File: src/shared/lnkled_pkg.sv
/*
 * Package for the link indicator control block: register offsets, field
 * positions, reset values, blink timing and the carrier structs.
 * Assumes a 20 MHz core clock and a 5-bit management register address.
 */
package lnkled_pkg;

    // ------------------------------------------------------------------
    // Register map
    // ------------------------------------------------------------------
    localparam logic [4:0]  CTRL_ADDR      = 5'h18;   // Indicator control register
    localparam logic [4:0]  PHYCR_ADDR     = 5'h19;   // Holds the stretch skip bit
    localparam logic [15:0] CTRL_RESET     = 16'h0400; // Control reset value
    localparam logic [15:0] PHYCR_RESET    = 16'h0000; // Stretch skip resets clear

    // ------------------------------------------------------------------
    // Field positions
    // ------------------------------------------------------------------
    localparam int RATE_LSB      = 9;   // Blink rate field low bit
    localparam int RATE_MSB      = 10;  // Blink rate field high bit
    localparam int LEVEL_BIT     = 7;   // Active level bit
    localparam int OVERRIDE_BIT  = 4;   // Manual override bit
    localparam int FORCED_BIT    = 1;   // Forced value bit
    localparam int SKIP_BIT      = 7;   // Stretch skip bit in PHYCR

    // ------------------------------------------------------------------
    // Timing
    // ------------------------------------------------------------------
    localparam int CLK_HZ        = 20_000_000;  // Core clock rate
    localparam int RATE0_MS      = 50;          // Code 0 on/off time
    localparam int RATE1_MS      = 100;         // Code 1 on/off time
    localparam int RATE2_MS      = 200;         // Code 2 on/off time
    localparam int RATE3_MS      = 500;         // Code 3 on/off time
    localparam int STRETCH_MS    = 50;          // Activity stretch time
    localparam int CYC_PER_MS    = CLK_HZ / 1000;
    localparam int RATE0_CYC     = RATE0_MS * CYC_PER_MS;
    localparam int RATE1_CYC     = RATE1_MS * CYC_PER_MS;
    localparam int RATE2_CYC     = RATE2_MS * CYC_PER_MS;
    localparam int RATE3_CYC     = RATE3_MS * CYC_PER_MS;
    localparam int STRETCH_CYC   = STRETCH_MS * CYC_PER_MS;

    // ------------------------------------------------------------------
    // Carrier types
    // ------------------------------------------------------------------
    // Management write/read request
    typedef struct packed {
        logic        wr;     // Write strobe
        logic        rd;     // Read strobe
        logic [4:0]  addr;   // Register address
        logic [15:0] wdata;  // Write data
    } lnkled_req_s;

    // Live link state
    typedef struct packed {
        logic link_up;   // Link established
        logic activity;  // Activity pulse
    } lnkled_stat_s;

endpackage : lnkled_pkg

File: src/core/lnkled_ctrl.sv
/*
 * Link indicator control: control register, strap-seeded polarity,
 * blink and stretch timers, manual override of the indicator pin.
 * Read data comes back one cycle after the read strobe.
 * Assumes management accesses arrive as single-cycle strobes on i_mclk.
 * Assumes the strap pin is settled while reset is held.
 * Assumes link and activity inputs are already synchronous.
 */
`timescale 1ns/10ps

module lnkled_ctrl #(
    parameter int RATE0_CYCLES   = lnkled_pkg::RATE0_CYC,   // 50 ms
    parameter int RATE1_CYCLES   = lnkled_pkg::RATE1_CYC,   // 100 ms
    parameter int RATE2_CYCLES   = lnkled_pkg::RATE2_CYC,   // 200 ms
    parameter int RATE3_CYCLES   = lnkled_pkg::RATE3_CYC,   // 500 ms
    parameter int STRETCH_CYCLES = lnkled_pkg::STRETCH_CYC  // Activity hold
) (
    input  wire logic                   i_mclk,
    input  wire logic                   i_resetn,
    input  wire logic                   i_strap_level,
    input  wire lnkled_pkg::lnkled_req_s i_req,
    input  wire lnkled_pkg::lnkled_stat_s i_stat,
    output logic [15:0]                 o_rdata,
    output logic                        o_rvalid,
    output logic                        o_indicator_out_0
);

    // ------------------------------------------------------------------
    // Declarations
    // ------------------------------------------------------------------
    // Timer wide enough for the longest default count
    localparam int CW = 24;                         // Timer width

    // Strap capture sequencing
    typedef enum logic [1:0] {
        LNKLED_SEED,     // Waiting to capture strap
        LNKLED_RUN       // Normal running
    } lnkled_state_e;

    // Registers
    lnkled_state_e state_reg;                       // Strap capture state
    logic [1:0]    rate_reg;                        // Blink rate code
    logic          level_reg;                       // Active level
    logic          override_reg;                    // Manual override
    logic          forced_reg;                      // Forced value
    logic          skip_reg;                        // Stretch skip
    logic [CW-1:0] blink_cnt_reg;                   // Blink half-period timer
    logic          blink_ph_reg;                    // Blink phase
    logic [CW-1:0] hold_cnt_reg;                    // Activity stretch timer
    logic [15:0]   rdata_reg;                       // Read data
    logic          rvalid_reg;                      // Read valid
    logic          out_reg;                         // Indicator pin

    // Combinational nets
    wire           wr_ctrl;                         // Write to control reg
    wire           wr_phycr;                        // Write to PHYCR
    wire [CW-1:0]  half_period;                     // Selected half period
    wire           blink_wrap;                      // Half period expired
    wire           act_stretched;                   // Stretched activity
    wire           act_eff;                         // Activity after skip
    wire           lit;                             // Logical on state
    wire           pin_next;                        // Indicator next value
    wire [15:0]    ctrl_view;                       // Control readback
    wire [15:0]    phycr_view;                      // PHYCR readback
    wire [15:0]    rd_mux;                          // Read selection

    // ------------------------------------------------------------------
    // Decode
    // ------------------------------------------------------------------
    // control and PHYCR offset decode
    assign wr_ctrl  = i_req.wr && (i_req.addr == lnkled_pkg::CTRL_ADDR);
    assign wr_phycr = i_req.wr && (i_req.addr == lnkled_pkg::PHYCR_ADDR);

    assign ctrl_view = ({14'h0000, rate_reg} << lnkled_pkg::RATE_LSB)
                     | ({15'h0000, level_reg} << lnkled_pkg::LEVEL_BIT)
                     | ({15'h0000, override_reg} << lnkled_pkg::OVERRIDE_BIT)
                     | ({15'h0000, forced_reg} << lnkled_pkg::FORCED_BIT);
    assign phycr_view = {15'h0000, skip_reg} << lnkled_pkg::SKIP_BIT;
    // Read mux, unmapped addresses return zero
    assign rd_mux = (i_req.addr == lnkled_pkg::CTRL_ADDR)  ? ctrl_view  :
                    (i_req.addr == lnkled_pkg::PHYCR_ADDR) ? phycr_view : 16'h0000;

    assign half_period = (rate_reg == 2'h0) ? CW'(RATE0_CYCLES - 1) :
                         (rate_reg == 2'h1) ? CW'(RATE1_CYCLES - 1) :
                         (rate_reg == 2'h2) ? CW'(RATE2_CYCLES - 1) :
                                              CW'(RATE3_CYCLES - 1);
    // Wrap on >= so a shorter new rate restarts at once
    assign blink_wrap = (blink_cnt_reg >= half_period);

    assign act_stretched = i_stat.activity || (hold_cnt_reg != '0);
    assign act_eff       = skip_reg ? i_stat.activity : act_stretched;

    // steady on link, blink on activity
    // Phase set means dark while active
    assign lit = i_stat.link_up && !(act_eff && blink_ph_reg);

    assign pin_next = override_reg ? forced_reg : (level_reg ? lit : !lit);

    // ------------------------------------------------------------------
    // Control register
    // ------------------------------------------------------------------
    // Field storage and strap seeding
    always_ff @(posedge i_mclk or negedge i_resetn) begin
        if (!i_resetn) begin
            state_reg    <= LNKLED_SEED;
            rate_reg     <= lnkled_pkg::CTRL_RESET[lnkled_pkg::RATE_MSB:lnkled_pkg::RATE_LSB];
            level_reg    <= lnkled_pkg::CTRL_RESET[lnkled_pkg::LEVEL_BIT];
            override_reg <= lnkled_pkg::CTRL_RESET[lnkled_pkg::OVERRIDE_BIT];
            forced_reg   <= lnkled_pkg::CTRL_RESET[lnkled_pkg::FORCED_BIT];
            skip_reg     <= lnkled_pkg::PHYCR_RESET[lnkled_pkg::SKIP_BIT];
        end else begin
            case (state_reg)
                LNKLED_SEED: begin
                    level_reg <= i_strap_level;
                    state_reg <= LNKLED_RUN;
                end
                // Stay here until the next reset
                LNKLED_RUN: begin
                    state_reg <= LNKLED_RUN;
                end
                default: begin
                    state_reg <= LNKLED_RUN;
                end
            endcase
            if (wr_ctrl) begin
                rate_reg     <= i_req.wdata[lnkled_pkg::RATE_MSB:lnkled_pkg::RATE_LSB];
                level_reg    <= i_req.wdata[lnkled_pkg::LEVEL_BIT];
                override_reg <= i_req.wdata[lnkled_pkg::OVERRIDE_BIT];
                forced_reg   <= i_req.wdata[lnkled_pkg::FORCED_BIT];
            end
            // Stretch skip lives in the neighbouring register
            if (wr_phycr) begin
                skip_reg <= i_req.wdata[lnkled_pkg::SKIP_BIT];
            end
        end
    end

    // ------------------------------------------------------------------
    // Read port
    // ------------------------------------------------------------------
    // Registered read data, one cycle after strobe
    always_ff @(posedge i_mclk or negedge i_resetn) begin
        if (!i_resetn) begin
            rdata_reg  <= 16'h0000;
            rvalid_reg <= 1'b0;
        end else begin
            rvalid_reg <= i_req.rd;
            // Data loads only on a read, so it holds
            if (i_req.rd) begin
                rdata_reg <= rd_mux;
            end
        end
    end

    // ------------------------------------------------------------------
    // Timers
    // ------------------------------------------------------------------
    // blink half-period timer
    // Free-running, so a rate change applies to the half period in progress
    always_ff @(posedge i_mclk or negedge i_resetn) begin
        if (!i_resetn) begin
            blink_cnt_reg <= '0;
            blink_ph_reg  <= 1'b0;
        end else if (blink_wrap) begin
            blink_cnt_reg <= '0;
            blink_ph_reg  <= !blink_ph_reg;
        end else begin
            blink_cnt_reg <= blink_cnt_reg + CW'(1);
        end
    end

    // Activity stretch: reload on activity, count down
    // Zero count means no recent activity
    always_ff @(posedge i_mclk or negedge i_resetn) begin
        if (!i_resetn) begin
            hold_cnt_reg <= '0;
        end else if (i_stat.activity) begin
            hold_cnt_reg <= CW'(STRETCH_CYCLES);
        end else if (hold_cnt_reg != '0) begin
            hold_cnt_reg <= hold_cnt_reg - CW'(1);
        end
    end

    // ------------------------------------------------------------------
    // Indicator pin
    // ------------------------------------------------------------------
    // registered pin drive
    // Resets dark for the default active-low setting
    always_ff @(posedge i_mclk or negedge i_resetn) begin
        if (!i_resetn) begin
            out_reg <= 1'b1;
        end else begin
            out_reg <= pin_next;
        end
    end

    // ------------------------------------------------------------------
    // Outputs
    // ------------------------------------------------------------------
    // Every output straight from a flop
    assign o_rdata           = rdata_reg;
    assign o_rvalid          = rvalid_reg;
    assign o_indicator_out_0 = out_reg;

endmodule : lnkled_ctrl

File: config.mk
export PLATFORM = sky130hd
export DESIGN_NAME = lnkled_ctrl
export DESIGN_NICKNAME = d
export VERILOG_FILES = /design/src/shared/lnkled_pkg.sv /design/src/core/lnkled_ctrl.sv
export SDC_FILE = /design/constraint.sdc
export NUM_CORES = 1
export LEC_CHECK = 0
export BUFFER_PORTS_ARGS = -buffer_cell sky130_fd_sc_hd__buf_2
export CAP_MARGIN = 25
export CELL_PAD_IN_SITES_DETAIL_PLACEMENT = 0
export CELL_PAD_IN_SITES_GLOBAL_PLACEMENT = 2
export CORE_MARGIN = 10
export CORE_UTILIZATION = 33
export CTS_CLUSTER_SIZE = 10
export DETAILED_ROUTE_END_ITERATION = 10
export MAX_ROUTING_LAYER = met4
export PLACE_DENSITY_LB_ADDON = 0.12
export SYNTH_ARGS = -nofsm -noshare
export SYNTH_HDL_FRONTEND = slang
export SYNTH_SLANG_ARGS = --single-unit
File: constraint.sdc
create_clock -name i_mclk -period 2.61 [get_ports i_mclk]
set_input_delay 0.522 -clock i_mclk [delete_from_list [all_inputs] [get_ports i_mclk]]
set_output_delay 0.522 -clock i_mclk [all_outputs]
set_load 0.02 [all_outputs]
# Word level (Yosys, flattened, before mapping)
# Cells that the tools add are included.
[totals]
in_bits = 28
reg_bits = 74
word_cells = 48
[classes]
bitwise_logic = 3
n_lt_le_gt_ge = 1
mux = 13
n_addsub = 2
n_reduce_logical = 13
eq_ne = 4
[op_table]
columns = ["op", "count"]
rows = [
  ["$mux W24", 6],
  ["$add A24 B1 Y24 const B", 1],
  ["$ge A24 B24 Y1", 1],
  ["$reduce_bool A24 Y1", 1],
  ["$sub A24 B1 Y24 const B", 1],
  ["$mux W11", 1],
  ["$or A11 B2 Y11", 1],
  ["$or A11 B5 Y11", 1],
  ["$or A11 B8 Y11", 1],
  ["$eq A5 B5 Y1 const B", 2],
  ["$mux W8", 1],
  ["$mux W1", 5],
  ["$logic_and A1 B1 Y1", 4],
  ["$logic_not A2 Y1", 2],
  ["$reduce_bool A2 Y1", 2],
  ["$logic_not A1 Y1", 3],
  ["$eq A2 B1 Y1 const B", 1],
  ["$eq A2 B2 Y1 const B", 1],
  ["$logic_or A1 B1 Y1", 1],
]

# Logic depth before layout (Yosys ltp)
[logic_depth]
depth_word = 9
depth_mapped = 10
mapped_depth_nobuf = 9

# Worst setup path before layout
# OpenSTA, ideal clock, no wires.
[synth_timing]
kind = "register to register"
start = "register hold_cnt_reg[8]"
end = "register hold_cnt_reg[16]"
slack_ns = 0.186
arrival_ns = 2.292
path_stages_with_launch = 8
setup_ns = 0.132
t_required_ns = 2.478
cell_sequence = "dfrtp_1 > or4_1 > buf_2 > or4_4 > buf_6 > o2111ai_4 > nor3_1 > or3b_1"
[synth_between]
elab_chain_cells = 3
elab_cells_between_ends = 5
cone_classes = "1 x add/sub; 2 x mux; 2 x reduce/logical"
[synth_lines]
columns = ["item", "line_no", "rtl"]
rows = [
  ["from (decl)", "lnkled_ctrl.sv:49", "logic [CW-1:0] hold_cnt_reg;"],
  ["from (signal assigned)", "lnkled_ctrl.sv:178", "hold_cnt_reg <= CW'(STRETCH_CYCLES);"],
  ["from (signal assigned)", "lnkled_ctrl.sv:180", "hold_cnt_reg <= hold_cnt_reg - CW'(1);"],
  ["$sub A24 B1 Y24", "lnkled_ctrl.sv:180", ""],
  ["$mux W24", "lnkled_ctrl.sv:179", "end else if (hold_cnt_reg != '0) begin"],
  ["$mux W24", "lnkled_ctrl.sv:177", "end else if (i_stat.activity) begin"],
]
# Several ways; a longest one is shown, not always the timed one. The select of a mux whose other input is x is not followed.
# A chain may end at the register's enable or synchronous reset.

# Worst setup path in the final report
# Ends and elaborated chain as after synthesis.

==> run metrics <==
# port buffers=23; post-DR wirelength/cell=14.3 um; Max Cap Viol=0; IR drop worst, VDD=between 200 and 250 uV; Area contributors post-synth=dfrtp_1 43%, ha_1 7.8%, xor2_1 6.7%; RSZ-0062 raised after global routing=false; clk_skew=0.0143 ns; Worst-path clk slew=0.08 ns; top cells by count, synth=61 x dfrtp_1, 47 x nor2_1, 27 x xor2_1; CTS Root Cell=clkbuf_8; Tot GR Track Use=0.111; unique cell type count in the Yosys netlist=51; critical path peak fanout=15; Worst slew margin=0.610; final hold vios=0; Vias/cell=between 4 and 5; reg2reg setup slack=0.15 ns; final setup TNS=0 ns; CTS Buf Count=9; fraction of registers with async set/reset=1.00; CTS Sinks=63; Power Density=589 mW/mm2; Seq. cell area=0.00158 mm2; Yosys reg bits=63; die area=0.0152 mm2; critical path arrival=2.67 ns; nets=approximately 450; width of the chip=123 um; warnings from Yosys=0; CP endpoint kind=flip-flop; vias in the first global route=2709; fraction of layout cells with a size suffix above 1=0.166; Post-CTS Setup Inserts=0; worst hold path class=input port to async pin; Pre-antenna DRT Iters=4; Final period util=0.943; Post-Route Utilization=0.393; initial antenna violation count=0; Crit Path Class=flip-flop to flip-flop; Detailed Route Iter0 Violations=120; FP Rows=37; routability congestion estimate=roughly 0.78; DPL Wire Length=around 5600 um; startpoint types=flip-flop; vias=roughly 2600; hold buffers post-CTS=0; TritonCTS clock tree=done; area grow syn2layout=15.8%; Slew Viols, Final=0; Post-Syn Area=0.00352 mm2; IO Count=46; H-tree levels=3; placed cells=523; status=finished, final reports clean; Initial Util=0.339; Final min period=2.46 ns; core box area=0.0104 mm2; Worst Tran Pin Value=0.580 ns; Final Routed Wirelength=7690 um; Fill cells=1066; Syn Area/Cell=9.74 um2; Post-synth EDFFs=0; Worst EP required=~2.8 ns; Primary FF master, synth=dfrtp_1; multi-input logic area=approximately 0.0018 mm2; global route overflow=0; leak pwr=around 0.0019 uW; Final Setup Violations=0; sequential fraction of the synthesis area=0.449; final setup margin=roughly 0.15 ns; Yosys top cell area share=0.434; non-filler cells, final=539; Peak Freq=roughly 410 MHz; Chip Height=123 um; drt drc=0; largest net degree at the start of global routing=46; antenna viol nets, final=0; first-pass GRT wire length=13200 um; clk buf depth=2; diode count=0; Synth area leader=dfrtp_1; clock latency on the worst-skew pair=0.34 ns; Setup WS pre-CTS=0.175 ns; synthesized instance count=361; count leader, synth=dfrtp_1
[placed cells by master, fill, tap and decap left out, types with 3 or more instances in the layout]
master	Yosys	layout
a21o_1	3	3
a21oi_1	16	15
and3_1	4	4
buf_2	2	23
buf_4	11	11
clkbuf_8	0	12
conb_1	2	12
dfrtp_1	61	61
ha_1	22	22
inv_1	18	18
mux2_2	6	6
nand2_1	19	19
nand2b_1	3	3
nand3_1	18	18
nand4_1	7	7
nor2_1	47	47
nor3_1	6	6
nor3b_1	3	3
nor4_1	4	4
o211ai_1	4	4
o21ai_0	17	16
or3_1	7	7
or4_1	5	5
xnor2_1	7	7
xor2_1	27	27
[layer usage]
metal  track usage  wire length [um]  up-vias
met2         0.185              3890       21
met1         0.128              3500     1289
met4        0.0378               110        0
li1              -                 -     1314
met3        0.0269               193       10
met5             -                 0        -
[worst max-delay path: stages, from the launching register on]
cell and delay [ns]:
dfrtp_1 0.41, or4_1 0.56, or4_4 0.68, o2111ai_4 0.27, nor3_1 0.06, or3b_1 0.34
[worst paths after layout]
check / startpoint / end / cells after the start
max: hold_cnt_reg[8] / hold_cnt_reg[16] / 5
min: i_resetn / hold_cnt_reg[7] / 1
max reg2reg: hold_cnt_reg[8] / hold_cnt_reg[16] / 5
min reg2reg: blink_ph_reg / blink_ph_reg / 1
max in group asynchronous: i_resetn / rate_reg[1] / 2
min in group i_mclk: i_req[21] / o_rvalid / 1
[final cells by class]
type,count,area share
Multi-Input combinational cell,270,0.438
Clock inverter,3,0.0160
Inverter,18,0.0166
Tap cell,136,0.0418
Timing Repair Buffer,36,0.0584
Sequential cell,63,0.388
Clock buffer,13,0.0415
[power by group]
group | switching, uW | total [uW] | internal, uW
clock network | 387 | 1000 | 616
registers | 43.2 | 1070 | 1030
logic | 197 | 327 | 130
[cell families (layout without fill, tap and decap cells)]
family          after synthesis  in the layout  share of synthesized area
simple gates                138            138                      0.201
mux                           8              8                     0.0249
compound gates               56             56                      0.104
flops                        63             63                      0.449
buf+inv                      38             70                     0.0552
other cells                   2             12                    0.00214
fa+ha+maj                    22             22                     0.0783
xor+xnor                     34             34                     0.0847
[per-stage QoR]
stage	hold WS (ns)	instance area (um2)	total power (uW)
CTS	0.125	4070	2430
finish	0.121	4070	2400
floorplan	0.226	3550	1310
global placement	0.477	3840	1420
global route	0.146	4070	2530
detailed placement	0.476	3840	1420
[what timing repair did]
item                                   in CTS  in global routing
gates resized for setup                     0                  1
endpoints found under the hold margin       0                  0
setup endpoints to repair                   0                  1
No activity file was read; power rests on OpenSTA's default activity.
